$ cat src/shared/rtct_regs.vh
// register map, field positions, reset values and timing constants
// for the countdown timer and rate trim block.
// assumes a 4-bit banked register bus and a 200 MHz system clock.
`ifndef RTCT_REGS_VH
`define RTCT_REGS_VH

// ************************************************************
// register offsets
// ************************************************************
`define RTCT_OFS_TRIM_LOW       4'h0
`define RTCT_OFS_TRIM_HIGH      4'h1
`define RTCT_OFS_PRESET_LOW     4'h4
`define RTCT_OFS_PRESET_HIGH    4'h5
`define RTCT_OFS_LIVE_LOW       4'h6
`define RTCT_OFS_LIVE_HIGH      4'h7
`define RTCT_OFS_TIMER_SRC      4'h8
`define RTCT_OFS_TIMER_CTRL     4'h9
`define RTCT_OFS_ALARM_CTRL     4'h9
`define RTCT_OFS_TRIM_GATE      4'hb
`define RTCT_OFS_CTRL_LOW       4'he
`define RTCT_OFS_CTRL_HIGH      4'hf

// ************************************************************
// banks
// ************************************************************
`define RTCT_BANK_CLOCK         2'h0
`define RTCT_BANK_ALARM         2'h1
`define RTCT_BANK_TIMER         2'h2
`define RTCT_BANK_ALIAS         2'h3

// ************************************************************
// field positions
// ************************************************************
`define RTCT_BIT_TRIM_ENABLE    3
`define RTCT_BIT_TIMER_IRQ_EN   3
`define RTCT_BIT_TIMER_MODE     2
`define RTCT_BIT_TIMER_RUN      1
`define RTCT_BIT_TIMER_FLAG     0
`define RTCT_BIT_ALARM_IRQ_EN   1
`define RTCT_BIT_ALARM_FLAG     0
`define RTCT_BIT_TRIM_OVERRIDE  2

// ************************************************************
// timer source codes
// ************************************************************
`define RTCT_SRC_4096HZ         2'h0
`define RTCT_SRC_64HZ           2'h1
`define RTCT_SRC_SECOND         2'h2
`define RTCT_SRC_MINUTE         2'h3

// ************************************************************
// reset values
// ************************************************************
`define RTCT_RST_NIBBLE         4'h0
`define RTCT_RST_BYTE           8'h00

// ************************************************************
// timing
// ************************************************************
`define RTCT_CLK_HZ             200000000
`define RTCT_TIMEBASE_HZ        32768
`define RTCT_TICKS_PER_SECOND   32768
`define RTCT_SECONDS_PER_MINUTE 60
`define RTCT_TRIM_PERIOD_S      10
`define RTCT_RTN_FAST_NS        122000
`define RTCT_RTN_SLOW_NS        7810000
`define RTCT_CLK_PERIOD_NS      5

`endif

$ cat src/verilog/rtct_timer.v
// countdown timer with shared interrupt line and rate trim, reached
// over a 4-bit banked parallel bus with write and read strobes.
// assumes bus inputs are synchronous to clk_in and stable at the
// rising edge of the write strobe.
//
// Operation
// - count reaching zero sets timer flag
// - flag held until host writes zero
// - run enable gates the countdown
// - irq enable off keeps line released
// - level mode holds line low until cleared
// - repeat mode pulses line, flag stays set
// - level mode stops at zero, clears run
// - repeat mode reloads preset and continues
// - alarm or timer may pull shared line
// - live count readable, writes ignored
// - preset write loads counter, preset kept
// - zero preset never raises timer event
// - first period short by up to one tick
// - counting starts at write strobe rise
// - stop halts at once, no late tick fires
// - interval is preset times source period
// - trim adjusts one second in ten
// - trim is signed seven-bit, 3.05 ppm step
// - control regs E and F in every bank
// - source select picks timer tick rate
// - repeat pulse width depends on source
// - trim gated by chip select one unless overridden
// - bank selector picks bank, 11 aliases 1
`timescale 1ns/1ps
`include "rtct_regs.vh"

module rtct_timer #(
    parameter CLK_HZ   = `RTCT_CLK_HZ,
    parameter RTN_FAST = (`RTCT_RTN_FAST_NS / `RTCT_CLK_PERIOD_NS),
    parameter RTN_SLOW = (`RTCT_RTN_SLOW_NS / `RTCT_CLK_PERIOD_NS)
) (
    input  wire       clk_in,
    input  wire       sys_rst_in,
    input  wire [3:0] addr_in,
    input  wire [3:0] data_in,
    input  wire       write_strobe_n_in,
    input  wire       read_strobe_n_in,
    input  wire       chip_select_one_in,
    input  wire       alarm_event_in,
    output reg  [3:0] data_out,
    output reg        data_oe_out,
    output reg        irq_out_n_out,
    output reg        irq_oe_out
);

    localparam [20:0] RTN_FAST_CNT = RTN_FAST[20:0];
    localparam [20:0] RTN_SLOW_CNT = RTN_SLOW[20:0];

    // ************************************************************
    // registers
    // ************************************************************
    reg  [6:0]  trim_value_reg;
    reg         trim_enable_reg;
    reg         trim_gate_override_reg;
    reg  [7:0]  preset_reg;
    reg  [7:0]  count_reg;
    reg  [1:0]  timer_clock_select_reg;
    reg         timer_irq_enable_reg;
    reg         timer_irq_mode_reg;
    reg         timer_run_enable_reg;
    reg         timer_flag_reg;
    reg         alarm_irq_enable_reg;
    reg         alarm_flag_reg;
    reg  [1:0]  ctrl_low_reg;
    reg  [1:0]  bank_selector_reg;
    reg         stop_reg;
    reg         wr_prev_reg;
    reg  [20:0] pulse_cnt_reg;

    wire        wr_rise;
    wire [1:0]  bank;
    wire        wr_common;
    wire        wr_timer;
    wire        wr_alarm;
    wire        tick_4096;
    wire        tick_64;
    wire        tick_sec;
    wire        tick_min;
    reg         src_tick;
    wire        trim_active;
    wire        timer_event;
    reg  [3:0]  rd_mux;

    // ************************************************************
    // bus decode
    // ************************************************************
    // writes take effect on the rising edge of the write strobe
    assign wr_rise   = write_strobe_n_in & ~wr_prev_reg;
    assign bank      = (bank_selector_reg == `RTCT_BANK_ALIAS) ?
                       `RTCT_BANK_ALARM : bank_selector_reg;
    assign wr_common = wr_rise && (addr_in == `RTCT_OFS_CTRL_LOW ||
                       addr_in == `RTCT_OFS_CTRL_HIGH);
    assign wr_timer  = wr_rise && !wr_common &&
                       bank == `RTCT_BANK_TIMER;
    assign wr_alarm  = wr_rise && !wr_common &&
                       bank == `RTCT_BANK_ALARM;

    // ************************************************************
    // timebase
    // ************************************************************
    assign trim_active = trim_enable_reg &&
                         (trim_gate_override_reg || chip_select_one_in);

    rtct_tick_gen #(
        .CLK_HZ         (CLK_HZ)
    ) u_tick_gen (
        .clk_in         (clk_in),
        .sys_rst_in     (sys_rst_in),
        .trim_active_in (trim_active),
        .trim_value_in  (trim_value_reg),
        .tick_4096_out  (tick_4096),
        .tick_64_out    (tick_64),
        .tick_sec_out   (tick_sec),
        .tick_min_out   (tick_min)
    );

    // free-running ticks are not aligned to the start, so the first
    // period may run short by up to one source period
    always @* begin
        case (timer_clock_select_reg)
            `RTCT_SRC_4096HZ: src_tick = tick_4096;
            `RTCT_SRC_64HZ:   src_tick = tick_64;
            `RTCT_SRC_SECOND: src_tick = tick_sec;
            default:          src_tick = tick_min;
        endcase
    end

    // zero reached by counting down; a zero preset never gets here
    assign timer_event = timer_run_enable_reg && src_tick &&
                         count_reg == 8'h01;

    // ************************************************************
    // register writes and countdown
    // ************************************************************
    always @(posedge clk_in or posedge sys_rst_in) begin
        if (sys_rst_in) begin
            wr_prev_reg            <= 1'b1;
            trim_value_reg         <= 7'h00;
            trim_enable_reg        <= 1'b0;
            trim_gate_override_reg <= 1'b0;
            preset_reg             <= `RTCT_RST_BYTE;
            count_reg              <= `RTCT_RST_BYTE;
            timer_clock_select_reg <= `RTCT_SRC_4096HZ;
            timer_irq_enable_reg   <= 1'b0;
            timer_irq_mode_reg     <= 1'b0;
            timer_run_enable_reg   <= 1'b0;
            timer_flag_reg         <= 1'b0;
            alarm_irq_enable_reg   <= 1'b0;
            alarm_flag_reg         <= 1'b0;
            ctrl_low_reg           <= 2'h0;
            bank_selector_reg      <= `RTCT_BANK_CLOCK;
            stop_reg               <= 1'b0;
        end else begin
            wr_prev_reg <= write_strobe_n_in;

            // countdown; halts at once when run enable drops
            if (timer_run_enable_reg && src_tick) begin
                if (count_reg != 8'h00) begin
                    count_reg <= count_reg - 8'h01;
                end
                if (timer_event && timer_irq_mode_reg) begin
                    count_reg <= preset_reg;
                end
                if (timer_event && !timer_irq_mode_reg) begin
                    timer_run_enable_reg <= 1'b0;
                end
            end

            if (wr_timer) begin
                case (addr_in)
                    `RTCT_OFS_TRIM_LOW:
                        trim_value_reg[3:0] <= data_in;
                    `RTCT_OFS_TRIM_HIGH: begin
                        trim_value_reg[6:4] <= data_in[2:0];
                        trim_enable_reg <= data_in[`RTCT_BIT_TRIM_ENABLE];
                    end
                    `RTCT_OFS_PRESET_LOW: begin
                        preset_reg[3:0] <= data_in;
                        count_reg <= {preset_reg[7:4], data_in};
                    end
                    `RTCT_OFS_PRESET_HIGH: begin
                        preset_reg[7:4] <= data_in;
                        count_reg <= {data_in, preset_reg[3:0]};
                    end
                    `RTCT_OFS_TIMER_SRC:
                        timer_clock_select_reg <= data_in[1:0];
                    `RTCT_OFS_TIMER_CTRL: begin
                        timer_irq_enable_reg <=
                            data_in[`RTCT_BIT_TIMER_IRQ_EN];
                        timer_irq_mode_reg <= data_in[`RTCT_BIT_TIMER_MODE];
                        timer_run_enable_reg <=
                            data_in[`RTCT_BIT_TIMER_RUN];
                    end
                    // live count registers ignore writes
                    default: ;
                endcase
            end

            if (wr_alarm && addr_in == `RTCT_OFS_ALARM_CTRL) begin
                alarm_irq_enable_reg <= data_in[`RTCT_BIT_ALARM_IRQ_EN];
            end
            if (wr_alarm && addr_in == `RTCT_OFS_TRIM_GATE) begin
                trim_gate_override_reg <=
                    data_in[`RTCT_BIT_TRIM_OVERRIDE];
            end

            if (wr_common && addr_in == `RTCT_OFS_CTRL_LOW) begin
                ctrl_low_reg <= data_in[3:2];
            end
            if (wr_common && addr_in == `RTCT_OFS_CTRL_HIGH) begin
                bank_selector_reg <= data_in[3:2];
                stop_reg          <= data_in[1];
            end

            // flags: only a written zero clears, and a set in the same
            // cycle wins over the clear
            if (wr_timer && addr_in == `RTCT_OFS_TIMER_CTRL &&
                !data_in[`RTCT_BIT_TIMER_FLAG]) begin
                timer_flag_reg <= 1'b0;
            end
            if (timer_event) begin
                timer_flag_reg <= 1'b1;
            end
            if (wr_alarm && addr_in == `RTCT_OFS_ALARM_CTRL &&
                !data_in[`RTCT_BIT_ALARM_FLAG]) begin
                alarm_flag_reg <= 1'b0;
            end
            if (alarm_event_in) begin
                alarm_flag_reg <= 1'b1;
            end
        end
    end

    // ************************************************************
    // interrupt line
    // ************************************************************
    always @(posedge clk_in or posedge sys_rst_in) begin
        if (sys_rst_in) begin
            pulse_cnt_reg <= 21'h000000;
            irq_out_n_out <= 1'b1;
            irq_oe_out    <= 1'b0;
        end else begin
            // repeat mode release pulse; retriggers on every event while irq enabled
            if (timer_event && timer_irq_mode_reg &&
                timer_irq_enable_reg) begin
                pulse_cnt_reg <= (timer_clock_select_reg ==
                                  `RTCT_SRC_4096HZ) ?
                                 RTN_FAST_CNT : RTN_SLOW_CNT;
            end else if (pulse_cnt_reg != 21'h000000) begin
                pulse_cnt_reg <= pulse_cnt_reg - 21'h000001;
            end
            // line is only ever pulled low, never driven high
            irq_out_n_out <= 1'b0;
            irq_oe_out    <= (alarm_flag_reg && alarm_irq_enable_reg) ||
                             (timer_irq_enable_reg &&
                              ((!timer_irq_mode_reg && timer_flag_reg) ||
                               (timer_irq_mode_reg &&
                                pulse_cnt_reg != 21'h000000)));
        end
    end

    // ************************************************************
    // read path
    // ************************************************************
    always @* begin
        rd_mux = 4'h0;
        if (addr_in == `RTCT_OFS_CTRL_LOW) begin
            rd_mux = {ctrl_low_reg, 2'b00};
        end else if (addr_in == `RTCT_OFS_CTRL_HIGH) begin
            rd_mux = {bank_selector_reg, stop_reg, 1'b0};
        end else if (bank == `RTCT_BANK_TIMER) begin
            case (addr_in)
                `RTCT_OFS_TRIM_LOW:    rd_mux = trim_value_reg[3:0];
                `RTCT_OFS_TRIM_HIGH:   rd_mux = {trim_enable_reg,
                                                 trim_value_reg[6:4]};
                `RTCT_OFS_PRESET_LOW:  rd_mux = preset_reg[3:0];
                `RTCT_OFS_PRESET_HIGH: rd_mux = preset_reg[7:4];
                `RTCT_OFS_LIVE_LOW:    rd_mux = count_reg[3:0];
                `RTCT_OFS_LIVE_HIGH:   rd_mux = count_reg[7:4];
                `RTCT_OFS_TIMER_SRC:   rd_mux = {2'b00,
                                                 timer_clock_select_reg};
                `RTCT_OFS_TIMER_CTRL:  rd_mux = {timer_irq_enable_reg,
                                                 timer_irq_mode_reg,
                                                 timer_run_enable_reg,
                                                 timer_flag_reg};
                default:               rd_mux = 4'h0;
            endcase
        end else if (bank == `RTCT_BANK_ALARM) begin
            case (addr_in)
                `RTCT_OFS_ALARM_CTRL: rd_mux = {2'b00,
                                                alarm_irq_enable_reg,
                                                alarm_flag_reg};
                `RTCT_OFS_TRIM_GATE:  rd_mux = {1'b0,
                                                trim_gate_override_reg,
                                                2'b00};
                default:              rd_mux = 4'h0;
            endcase
        end
    end

    always @(posedge clk_in or posedge sys_rst_in) begin
        if (sys_rst_in) begin
            data_out    <= 4'h0;
            data_oe_out <= 1'b0;
        end else begin
            data_out    <= rd_mux;
            data_oe_out <= !read_strobe_n_in;
        end
    end

endmodule

$ cat src/verilog/rtct_tick_gen.v
// timebase for the countdown timer: a 32.768 kHz enable made from the
// system clock, split into 4096 Hz, 64 Hz, second and minute pulses.
// assumes one clock; the second is stretched or shortened by the trim.
`timescale 1ns/1ps
`include "rtct_regs.vh"

module rtct_tick_gen #(
    parameter CLK_HZ = `RTCT_CLK_HZ
) (
    input  wire       clk_in,
    input  wire       sys_rst_in,
    input  wire       trim_active_in,
    input  wire [6:0] trim_value_in,
    output reg        tick_4096_out,
    output reg        tick_64_out,
    output reg        tick_sec_out,
    output reg        tick_min_out
);

    localparam        ACC_STEP_I  = `RTCT_TIMEBASE_HZ;
    localparam        SEC_LAST_I  = `RTCT_TICKS_PER_SECOND - 1;
    localparam        TRIM_LAST_I = `RTCT_TRIM_PERIOD_S - 1;
    localparam        MIN_LAST_I  = `RTCT_SECONDS_PER_MINUTE - 1;
    localparam [27:0] ACC_STEP    = ACC_STEP_I[27:0];
    localparam [27:0] ACC_WRAP    = CLK_HZ[27:0];
    localparam [15:0] SEC_LAST    = SEC_LAST_I[15:0];
    localparam [3:0]  TRIM_LAST   = TRIM_LAST_I[3:0];
    localparam [5:0]  MIN_LAST    = MIN_LAST_I[5:0];

    reg  [27:0] acc_reg;
    reg  [15:0] sub_reg;
    reg  [3:0]  ten_reg;
    reg  [5:0]  min_reg;
    wire [27:0] acc_sum;
    wire        base_tick;
    wire [15:0] sec_limit;

    // ************************************************************
    // fractional divider to the 32.768 kHz rate
    // ************************************************************
    // accumulator keeps long-term rate exact despite 200e6/32768
    // not being whole; jitter is one system clock
    assign acc_sum   = acc_reg + ACC_STEP;
    assign base_tick = (acc_sum >= ACC_WRAP);

    // one second in ten is trimmed by one timebase tick per step
    assign sec_limit = (trim_active_in && ten_reg == TRIM_LAST) ?
                       SEC_LAST + {{9{trim_value_in[6]}}, trim_value_in} :
                       SEC_LAST;

    always @(posedge clk_in or posedge sys_rst_in) begin
        if (sys_rst_in) begin
            acc_reg       <= 28'h0000000;
            sub_reg       <= 16'h0000;
            ten_reg       <= 4'h0;
            min_reg       <= 6'h00;
            tick_4096_out <= 1'b0;
            tick_64_out   <= 1'b0;
            tick_sec_out  <= 1'b0;
            tick_min_out  <= 1'b0;
        end else begin
            acc_reg       <= base_tick ? acc_sum - ACC_WRAP : acc_sum;
            tick_4096_out <= base_tick && (sub_reg[2:0] == 3'h7);
            tick_64_out   <= base_tick && (sub_reg[8:0] == 9'h1ff);
            tick_sec_out  <= 1'b0;
            tick_min_out  <= 1'b0;
            if (base_tick) begin
                if (sub_reg >= sec_limit) begin
                    sub_reg      <= 16'h0000;
                    tick_sec_out <= 1'b1;
                    ten_reg      <= (ten_reg == TRIM_LAST) ? 4'h0 :
                                    ten_reg + 4'h1;
                    if (min_reg == MIN_LAST) begin
                        min_reg      <= 6'h00;
                        tick_min_out <= 1'b1;
                    end else begin
                        min_reg <= min_reg + 6'h01;
                    end
                end else begin
                    sub_reg <= sub_reg + 16'h0001;
                end
            end
        end
    end

endmodule

$ cat config.mk
export PLATFORM = sky130hd
export DESIGN_NAME = rtct_timer
export DESIGN_NICKNAME = d
export VERILOG_FILES = /design/src/verilog/rtct_timer.v /design/src/verilog/rtct_tick_gen.v
export VERILOG_INCLUDE_DIRS = /design/src /design/src/shared
export SDC_FILE = /design/constraint.sdc
export NUM_CORES = 1
export LEC_CHECK = 0
export BUFFER_PORTS_ARGS = -buffer_cell sky130_fd_sc_hd__buf_4
export CAP_MARGIN = 20
export CORE_MARGIN = 1.5
export CORE_UTILIZATION = 55
export DETAILED_ROUTE_END_ITERATION = 16
export MAX_ROUTING_LAYER = met4
export PLACE_DENSITY_LB_ADDON = 0.15
export SLEW_MARGIN = 15
export SYNTH_ARGS = -nofsm -noshare
export SYNTH_HDL_FRONTEND = slang
export SYNTH_SLANG_ARGS = --single-unit
$ cat constraint.sdc
create_clock -name clk_in -period 8 [get_ports clk_in]
set_input_delay 0.4 -clock clk_in [delete_from_list [all_inputs] [get_ports clk_in]]
set_output_delay 0.4 -clock clk_in [all_outputs]
set_load 0.01 [all_outputs]
==> metrics.md, run 1 <==
| Metric | Value |
|---|---|
| Post-Route WL | `15400 um` |
| VDD IR-drop max | `172 uV` |
| Crit. Startpoint | `u_tick_gen.ten_reg[2]$_DFFE_PP0P_` |
| Logic pwr share | `0.062` |
| Initial core utilization | `0.564` |
| Mapped cell area | `6780 um2` |
| Synth Warn # | `0` |
| R2R depth | `13` |
| Worst hold path type | `input pin to async pin` |
| Internal Pwr Total | `1.12 mW` |
| Switching Share | `0.231` |
| DRC viols | `0` |
| Max-Cap Viols | `0` |
| WL per Instance | `16.9 um` |
| Slew HR | `0.421` |
| Post-CTS Resized | `0` |
| Clock share of power | `0.510` |
| CTS tree | `yes` |
| Unrepaired setup endpoints after global routing | `false` |
| Max reg flops | `21` |
| CP Data Required Time | `8.31 ns` |
| Global-route wire length before repair | `25800 um` |
| Fin crit share | `0.511` |
| Via-per-instance ratio | `6.04` |
| Maximum clock frequency | `245 MHz` |
| Worst-margin pin slew | `0.868 ns` |
| Via count | `5499` |
| Most frequently used flop master after synthesis | `dfrtp_1` |
| Cells after Synth | `736` |
| Crit path time final | `4.09 ns` |
| Final core utilization | `0.632` |
| Fin. Hold Viols | `0` |
| Core ar. | `12000 um2` |
| Number of synthesized flops with an enable pin | `0` |
| Grt ovf | `0` |
| Library cells used by synthesis | `67` |
| Initial antenna violation count | `0` |
| Power per standard cell area | `192 nW/um2` |
| Reg clk slew, reported paths | `0.05 ns` |
| I/O pins | `21` |
| Vias in the first global route | `5385` |
| Leak pwr | `3.29 nW` |
| Die height | `114 um` |
| Largest net degree at the start of global routing | `69` |
| H-tree levels | `4` |
| # rows | `40` |
| CP Max Fanout | `17` |
| GPL Wtd Cong | `0.916` |
| Horiz. Die Dim | `114 um` |
| Synth Register Bits | `116` |
| Reg-to-reg slack, setup | `3.91 ns` |
| Asr flop ratio synth | `1.00` |
| Detailed Routing Iterations Pass 1 | `5` |
| Starting DRT DRC Count | `518` |
| Cts hold-fix bufs | `0` |
| Setup Total Neg Slack | `0 ns` |
| Worst Skew | `0.00705 ns` |
| Slew Limit Fails | `0` |
| Status | `finished clean` |
| Global-route usage over all layers | `0.259` |
| Max clock buf depth | `2` |
| ANT cells | `0` |
| Critical path startpoint category | `flop` |
| Crit path arrival time | `4.39 ns` |
| Worst Setup EP | `u_tick_gen.min_reg[2]$_DFFE_PP0P_` |
| Switching pwr | `337 uW` |
| CTS Buf Count | `17` |
| Clock latency on the worst-skew pair | `0.42 ns` |
| Post-CTS Setup Bufs | `0` |
| CP Capture Type | `flop` |
| Syn Area/Cell | `9.21 um2` |
| Clock sink total | `116` |
| Final setup fails | `0` |
| CP Class | `flop to flop` |
| Layout cells sized above 1 | `0.117` |
| Hpwl dp | `10600 um` |
| Post-route ant nets | `0` |
| End of the worst register-to-register path | `u_tick_gen.min_reg[2]$_DFFE_PP0P_` |
| Post-Syn Nets | `781` |
| IO Port Bufs | `20` |
| Sequential power share | `0.428` |
| Seq/Total Area, Yosys | `0.429` |
| Final nets | `795` |
| Area grow syn2layout | `12.1%` |
| Die Footprint | `13000 um2` |
| Worst r2r src | `u_tick_gen.ten_reg[2]$_DFFE_PP0P_` |
| Root buf cell | `clkbuf_16` |
## cells in the final DEF (no fill, tap or decap), types with 3 or more instances in the layout
master,count
clkbuf_8,3
nand2_1,90
mux2_2,22
a22oi_1,5
clkbuf_16,17
or4_1,4
nand3_1,28
or3_1,7
nand3b_1,4
nand2b_1,11
o21ai_0,57
nor3_1,28
a31oi_1,6
nand4b_1,3
nand4_1,14
a21oi_1,32
a21o_1,3
a211o_1,3
a221o_1,5
o31ai_1,7
nor3b_1,4
inv_1,22
xor2_1,18
nor2_1,61
ha_1,31
and3_1,9
o211ai_1,5
and2_1,11
nor2b_1,9
xnor2_1,34
mux2i_1,7
nor4_1,10
clkinv_2,6
dfrtp_1,114
buf_4,23
## power by group through the flow
| stage | Combinational, mW | Sequential [mW] | Clock [mW] |
|---|---|---|---|
| 6_report | 0.0912 | 0.624 | 0.744 |
| 5_1_grt | 0.103 | 0.627 | 0.783 |
| 4_1_cts | 0.0914 | 0.624 | 0.756 |
| 3_5_place_dp | 0.0909 | 0.633 | 0 |
| 3_3_place_gp | 0.0896 | 0.633 | 0 |
| 2_1_floorplan | 0.0640 | 0.629 | 0 |
## kinds of logic (layout without fill, tap and decap cells)
logic type      count (synthesis)  count (layout)  share of synthesized area
simple gates                  299             299                      0.216
compound gates                152             152                      0.142
flops                         116             116                      0.429
buf+inv                        53              80                     0.0327
xor+xnor                       52              52                     0.0672
mux                            32              32                     0.0552
fa+ha+maj                      31              31                     0.0572
other cells                     1               1                   0.000553
## metal layers
layer	wire, um	global-route usage	part of all wire	vias up
met1	7110	0.329	0.46	2672
met2	7310	0.405	0.48	132
met5	0	-	0	-
li1	-	-	-	2664
met4	321	0.109	0.021	0
met3	622	0.0553	0.040	31
## synthesized netlist by cell type, drive strengths merged (3+ instances only)
library cell	count	area (um2)
nor3b	4	30.0
nand2	90	338
nand4	15	100
inv	24	90.1
mux2	23	259
nor4	11	75.1
nand2b	11	68.8
o211ai	5	37.5
dfrtp	114	2850
nand3b	4	30.0
nor2	61	229
a21o	3	22.5
o31ai	7	52.6
a31oi	6	37.5
and2	11	68.8
a21oi	32	160
or4	4	30.0
nor3	29	150
xnor2	34	298
nand3	28	140
buf	11	63.8
a221oi	3	26.3
ha	31	388
and3	9	56.3
a221o	5	50.1
mux2i	7	70.1
a22oi	5	37.5
a211o	3	26.3
xor2	18	158
or3	7	43.8
nor2b	9	56.3
nand4b	3	26.3
o21ai	58	290
clkbuf	18	67.6
## metrics by stage
stage | hold slack, ns | power (mW) | cell area (um2) | setup WS (ns) | cells
floorplan | 0.404 | 0.693 | 6780 | 4.46 | 736
global placement | 0.481 | 0.722 | 7010 | 4.08 | 877
detailed placement | 0.485 | 0.724 | 7010 | 3.94 | 878
CTS | 0.0735 | 1.47 | 7590 | 3.93 | 910
global route | 0.0942 | 1.51 | 7590 | 3.69 | 910
finish | 0.0577 | 1.46 | 7590 | 3.91 | 910
## critical path: stages, from the launching register on
cell and delay [ns]:
dfrtp_1 0.42, nand2b_1 0.17, or4_1 0.68, nor3_1 0.24, ha_1 0.27, a21o_1 0.16, a21o_1 0.17, a211o_1 0.28
o211ai_1 0.09, a21oi_1 0.21, o21ai_1 0.54, inv_2 0.27, nand2_1 0.17, mux2_1 0.32
## worst min path at each step
stage          slack [ns]  cells after the start                            endpoint
2_1_floorplan        0.40                      0               wr_prev_reg$_DFF_PP1_
3_3_place_gp         0.48                      1  u_tick_gen.acc_reg[13]$_DFFE_PP0N_
3_5_place_dp         0.49                      1  u_tick_gen.acc_reg[13]$_DFFE_PP0N_
4_1_cts              0.07                      2        pulse_cnt_reg[9]$_DFFE_PP0P_
5_1_grt              0.09                      1               wr_prev_reg$_DFF_PP1_
6_report             0.06                      2        pulse_cnt_reg[9]$_DFFE_PP0P_
## area by class of cell
cell class | count | area, um2
clock buffer | 22 | 474
clock inverter | 10 | 105
fill | 992 | 4420
inverter | 24 | 92.6
multi-input combinational | 567 | 3650
sequential | 116 | 2910
tap | 147 | 184
timing repair buffer | 24 | 178
No activity file was read; power rests on OpenSTA's default activity.
==> run 2, diff against run 1 <==
ABC_AREA = 1   (was unset)
clock period = 3.95 ns   (was 8 ns; I/O delays follow)
==> run 2 against run 1 <==
Effect of this change:
- the run now ends with hold timing left
- via count increased by 19%
- final cell count increased by 38%
- setup slack got worse by 3.2 ns
- non-clock buffer count increased by 3
- synthesized cell count increased by 40%
- core utilization decreased by 0.12 points
- sequential power increased by 150%
- global-route usage decreased by 0.91 points
- hold slack got worse by 0.087 ns
- flip-flop and latch count unchanged
- first-iteration DRC count increased by 1.9%
- register-to-register slack got worse by 3.2 ns
- critical endpoint is now u_tick_gen.sub_reg[15]$_DFFE_PP0N_
==> metrics.md, run 2 <==
| Metric | Value |
|---|---|
| Status | `finished with violations` |
| Failing checks | `hold timing` |
| Crit-path max cell delay | `0.46 ns` |
| DRC viols | `0` |
| Worst r2r src | `u_tick_gen.ten_reg[2]$_DFFE_PP0P_` |
| Detailed Routing Iterations Pass 1 | `5` |
| Final core utilization | `0.631` |
| Area grow syn2layout | `12.0%` |
| Seq/Total Area, Yosys | `0.391` |
| Horiz. Die Dim | `119 um` |
| R2R depth | `16` |
| Top delay family on crit path | `simple AND/OR/NAND/NOR gates` |
| Grt ovf | `0` |
| Synth Register Bits | `116` |
| H-tree levels | `4` |
| Reg clk slew, reported paths | `0.05 ns` |
| Most common cell in the netlist | `nand2_1` |
| Unrepaired setup endpoints after global routing | `false` |
| Global-route wire length before repair | `27800 um` |
| WL per Instance | `13.0 um` |
| CTS tree | `yes` |
| WHS | `-0.0292 ns` |
| Share of the synthesized area in the top cell type | `0.384` |
| CP Max Fanout | `21` |
| Synth top cells by count | `nand2_1 (281), inv_1 (133), dfrtp_1 (114), nor2_1 (108), nand3_1 (72)` |
| Slew HR | `0.406` |
| Post-Route WL | `16300 um` |
| Starting DRT DRC Count | `528` |
| Via count | `6521` |
| Most frequently used flop master after synthesis | `dfrtp_1` |
| Worst Skew | `0.0100 ns` |
| CP Data Required Time | `4.30 ns` |
| Post-route ant nets | `0` |
| Setup Total Neg Slack | `0 ns` |
| # rows | `42` |
| Clock sink total | `116` |
| Post-Syn Nets | `1076` |
| Final nets | `1108` |
| Crit path arrival time | `3.55 ns` |
| Number of synthesized flops with an enable pin | `0` |
| CP Capture Type | `flop` |
| End of the worst register-to-register path | `u_tick_gen.sub_reg[15]$_DFFE_PP0N_` |
| Syn Area/Cell | `7.21 um2` |
| Reg-to-reg slack, setup | `0.76 ns` |
| Max reg flops | `21` |
| Max-Cap Viols | `0` |
| Most frequent cells in the layout | `nand2_1 (281), inv_1 (132), dfrtp_1 (114)` |
| Worst path bufs/invs | `4` |
| Vias in the first global route | `6006` |
| ANT cells | `0` |
| Initial antenna violation count | `0` |
| Core ar. | `13200 um2` |
| Largest net degree at the start of global routing | `74` |
| Ranking of synthesized cells by area | `dfrtp_1 (38%), nand2_1 (14%), inv_1 (6.7%), nor2_1 (5.5%), ha_1 (5.2%)` |
| Initial core utilization | `0.563` |
| Slew Limit Fails | `0` |
| Die Footprint | `14200 um2` |
| Critical path startpoint category | `flop` |
| Global-route usage over all layers | `0.250` |
| I/O pins | `21` |
| GPL Wtd Cong | `0.912` |
| Layout cells sized above 1 | `0.0967` |
| Most common cell after layout, fill and taps aside | `nand2_1` |
| Crit. Startpoint | `u_tick_gen.ten_reg[2]$_DFFE_PP0P_` |
| VDD IR-drop max | `285 uV` |
| Worst hold path type | `input pin to async pin` |
| Hpwl dp | `11800 um` |
| Library cells used by synthesis | `42` |
| Fillers | `1182` |
| Fin crit share | `0.809` |
| Final setup fails | `0` |
| Via-per-instance ratio | `5.21` |
| Clock latency on the worst-skew pair | `0.42 ns` |
| Power per standard cell area | `464 nW/um2` |
| IO Port Bufs | `20` |
| CTS Buf Count | `17` |
| Leak pwr | `4.12 nW` |
| Worst Setup EP | `u_tick_gen.sub_reg[15]$_DFFE_PP0N_` |
| Post-CTS Setup Bufs | `0` |
| Crit path time final | `3.19 ns` |
| Fin. Hold Viols | `28` |
| CP max-delay cell | `nor3_1` |
| Max clock buf depth | `2` |
| Asr flop ratio synth | `1.00` |
| Maximum clock frequency | `313 MHz` |
| Worst-margin pin slew | `0.891 ns` |
| Instance count on the critical path | `16` |
| Root buf cell | `clkbuf_16` |
| Cell Chain, Critical Path | `inv_1 -> nand2_1 -> nor3_1 -> inv_1 -> nor3_1 -> o21ai_0 -> a21oi_1 -> ha_1 -> a21oi_1 -> o21ai_0 -> o21ai_0 -> nand3_1 -> buf_4 -> inv_1 -> nand3_1 -> nand2_1` |
| Mapped cell area | `7430 um2` |
| CP Class | `flop to flop` |
| Die height | `119 um` |
| Cells after Synth | `1031` |
| Synth Warn # | `0` |
| Synth area leader | `dfrtp_1` |
run 2: changes by cell type in the layout (fill, tap and decap cells not counted), sizes merged, moves of 11 or more:
cell | before | now
nand2 | 90 | 309
inv | 24 | 141
nor2 | 61 | 118
nand3 | 28 | 75
xnor2 | 34 | 7
o21ai | 58 | 82
mux2 | 23 | 0
and2 | 11 | 0
nand2b | 11 | 0
run 2: timing repair:
action / in CTS / in global routing
hold endpoints to repair: 3 / 0
hold buffers: 3 / 0
resized for setup: 0 / 0
run 2: where the power goes:
part | leakage, nW | internal, mW | switching (mW) | total, mW
Sequential | 1.37 | 1.37 | 0.167 | 1.54
Combinational | 2.46 | 0.315 | 0.474 | 0.788
Clock | 0.289 | 1.01 | 0.527 | 1.54
Total | 4.12 | 2.69 | 1.17 | 3.86
run 2: kinds of logic after synthesis:
| family | after synthesis | synth area share |
|---|---|---|
| and+or+nand+nor | 541 | 0.314 |
| other | 1 | 0.000505 |
| adders and majority gates | 31 | 0.0522 |
| DFF | 116 | 0.391 |
| AOI/OAI and AO/OA | 153 | 0.114 |
| buffers and inverters | 156 | 0.0898 |
| xor gates and xnor gates | 33 | 0.0389 |
run 2: area by class of cell:
type	instances	area (um2)	area share
multi-input combinational	759	3860	0.463
sequential	116	2910	0.349
clock inverter	4	70.1	0.00842
tap	176	220	0.0265
inverter	142	543	0.0652
clock buffer	28	517	0.0621
timing repair buffer	27	210	0.0253
run 2: worst min path at each step:
stage,from,endpoint,slack (ns),cells after the start
global placement,write_strobe_n_in,wr_prev_reg$_DFF_PP1_,0.32,1
detailed placement,write_strobe_n_in,wr_prev_reg$_DFF_PP1_,0.32,1
finish,sys_rst_in,pulse_cnt_reg[0]$_DFFE_PP0P_,-0.03,2
floorplan,write_strobe_n_in,wr_prev_reg$_DFF_PP1_,0.20,0
CTS,sys_rst_in,u_tick_gen.acc_reg[26]$_DFF_PP0_,0.02,2
global route,sys_rst_in,u_tick_gen.acc_reg[26]$_DFF_PP0_,0.06,2
run 2: routing by layer:
metal	wire (um)	track usage
met5	0	-
met4	223	0.0776
met3	624	0.0536
met2	7500	0.389
met1	7930	0.330
run 2: metrics by stage:
stage | instance area [um2] | total power [mW] | cells | setup WS, ns
after global routing | 8320 | 4.09 | 1252 | 0.243
after detailed placement | 7710 | 2.33 | 1217 | 0.808
after global placement | 7710 | 2.32 | 1217 | 0.830
after floorplan | 7430 | 2.13 | 1031 | 0.683
after CTS | 8320 | 3.87 | 1252 | 0.756
final | 8320 | 3.86 | 1252 | 0.756
==> run 3, diff against run 2 <==
clock period = 2.75 ns   (was 3.95 ns; I/O delays follow)
==> run 3 against run 2 <==
Effect of this change:
- the run now ends clean
- first-iteration DRC count fell by 23%
- die area did not move
- clock power rose by 32%
- clock skew barely moved
- register-to-register slack got worse by 0.72 ns
- clock-buffer cell count fell by 3
- power rose by 40%
- highest routed layer unchanged
==> metrics.md, run 3 (synthesis gave the netlist of run 2 again) <==
| Metric | Value |
|---|---|
| Vias in the first global route | `6304` |
| Clock share of power | `0.377` |
| Worst r2r src | `trim_value_reg[2]$_DFFE_PP0P_` |
| H-tree levels | `4` |
| Fin. Hold Viols | `0` |
| WHS | `0.0203 ns` |
| Post-route insts no fill | `1279` |
| Clock latency on the worst-skew pair | `0.42 ns` |
| Worst Setup EP | `u_tick_gen.min_reg[0]$_DFFE_PP0P_` |
| Post-route ant nets | `0` |
| Crit. Startpoint | `trim_value_reg[2]$_DFFE_PP0P_` |
| End of the worst register-to-register path | `u_tick_gen.min_reg[0]$_DFFE_PP0P_` |
| Final worst slack | `0.0342 ns` |
| Starting DRT DRC Count | `409` |
| Max reg flops | `21` |
| ANT cells | `0` |
| R2R depth | `15` |
| Placed cell count | `1234` |
| Final setup fails | `0` |
| Sequential power share | `0.410` |
| Via count | `6760` |
| Die Footprint | `14200 um2` |
| Maximum clock frequency | `368 MHz` |
| Crit path time final | `2.72 ns` |
| Die height | `119 um` |
| Root buf cell | `clkbuf_16` |
| Fin crit share | `0.988` |
| Max clock buf depth | `2` |
| Reg area | `2910 um2` |
| CP Data Required Time | `3.05 ns` |
| Hpwl dp | `12100 um` |
| Area of the multi-input gates | `4040 um2` |
| Area grow syn2layout | `16.7%` |
| Logic pwr share | `0.213` |
| DRC viols | `0` |
| Power per standard cell area | `624 nW/um2` |
| Largest net degree at the start of global routing | `68` |
| Clock sink total | `116` |
| Final instance area | `8670 um2` |
| Global-route wire length before repair | `28900 um` |
| CP Class | `flop to flop` |
| Max-Cap Viols | `0` |
| Internal Pwr Total | `3.73 mW` |
| Horiz. Die Dim | `119 um` |
| Slew Limit Fails | `0` |
| WHS Path Cells | `3` |
| Worst hold path type | `input pin to flop` |
| Leak pwr | `4.27 nW` |
| Post-Route WL | `17300 um` |
| Reg-to-reg slack, setup | `0.03 ns` |
| I/O pins | `21` |
| Slew HR | `0.422` |
| Grt ovf | `0` |
| CP Capture Type | `flop` |
| CP Max Fanout | `6` |
| VDD IR-drop max | `442 uV` |
| CTS Buf Count | `17` |
| Critical path startpoint category | `flop` |
| Worst Skew | `0.00975 ns` |
| Initial antenna violation count | `0` |
| Most common cell after layout, fill and taps aside | `nand2_1` |
| Crit path arrival time | `3.02 ns` |
| Switching Share | `0.311` |
| Status | `finished clean` |
| Tot Pwr | `5.41 mW` |
| Fillers | `1154` |
| Global-route usage over all layers | `0.259` |
| Via-per-instance ratio | `5.29` |
| Detailed Routing Iterations Pass 1 | `5` |
| Unrepaired setup endpoints after global routing | `true` |
| Most frequent cells in the layout | `nand2_1 (274), inv_1 (126), dfrtp_1 (114)` |
| # rows | `42` |
| Pre-CTS setup slack | `-0.0916 ns` |
| DP Area | `7840 um2` |
| GPL Wtd Cong | `0.946` |
| Core ar. | `13200 um2` |
| WL per Instance | `13.6 um` |
| Final nets | `1136` |
| Reg clk slew, reported paths | `0.05 ns` |
| Worst-margin pin slew | `0.867 ns` |
| CTS tree | `yes` |
| Switching pwr | `1.68 mW` |
| IO Port Bufs | `20` |
| Initial core utilization | `0.563` |
| Layout cells sized above 1 | `0.151` |
[run 3: cell count changes in the layout (fill, tap and decap cells not counted), sizes merged]
cell / change
buf: +23
clkbuf: -3
clkinv: +3
dlygate4sd3: +3
bufinv: -1
clkinvlp: +1
inv: -1
nand2: +1
nand3: +1
[run 3: repair_timing]
| item | 4_1_cts | 5_1_grt |
|---|---|---|
| setup buffers | 2 | 4 |
| endpoints found under the hold margin | 53 | 0 |
| hold buffers | 6 | 0 |
| setup endpoints to repair | 23 | 33 |
| pin swaps | 1 | 14 |
| cloned | 0 | 2 |
| resized for setup | 6 | 42 |
[run 3: worst max-delay path, stage by stage, from the launching register on]
cell and delay, ns:
dfrtp_1 0.44, nor3_2 0.20, inv_1 0.13, nor2_2 0.14, nand3_1 0.09, ha_1 0.28, nor2_1 0.11, ha_1 0.26
a21oi_1 0.13, o21ai_0 0.10, o21ai_1 0.15, nand3_2 0.13, buf_6 0.18, buf_4 0.14, nand3_2 0.06, nand2_1 0.05
[run 3: per-stage QoR]
step / TNS (ns) / util
floorplan: 0 / -
global placement: 0 / 0.594
detailed placement: -0.706 / 0.594
CTS: 0 / 0.642
global route: -1.37 / 0.657
finish: 0 / 0.657
[run 3: final cells by class]
type,count,area share
Tap cell,176,0.0254
Inverter,142,0.0628
Timing Repair Buffer,53,0.0485
Clock inverter,6,0.00635
Multi-Input combinational cell,761,0.466
Sequential cell,116,0.335
Clock buffer,25,0.0560
[run 3: power by group through the flow]
| stage | Clock, mW | Combinational, mW | Sequential, mW |
|---|---|---|---|
| floorplan | 0 | 0.895 | 2.17 |
| global placement | 0 | 1.11 | 2.22 |
| detailed placement | 0 | 1.13 | 2.23 |
| CTS | 2.06 | 1.15 | 2.21 |
| global route | 2.15 | 1.35 | 2.25 |
| finish | 2.04 | 1.15 | 2.22 |
[run 3: layer usage]
metal	vias to the layer above	track usage	part of all wire
met5	-	-	0
met4	0	0.0881	0.015
met3	27	0.0493	0.039
met2	144	0.405	0.48
met1	3148	0.341	0.47
li1	3441	-	-
[run 3: how the worst min path moves through the flow]
stage,start,to,slack [ns]
2_1_floorplan,write_strobe_n_in,wr_prev_reg$_DFF_PP1_,0.14
3_3_place_gp,write_strobe_n_in,wr_prev_reg$_DFF_PP1_,0.25
3_5_place_dp,write_strobe_n_in,wr_prev_reg$_DFF_PP1_,0.26
4_1_cts,data_in[2],trim_value_reg[6]$_DFFE_PP0P_,0.01
5_1_grt,data_in[0],timer_clock_select_reg[0]$_DFFE_PP0P_,0.03
6_report,data_in[2],trim_value_reg[6]$_DFFE_PP0P_,0.02
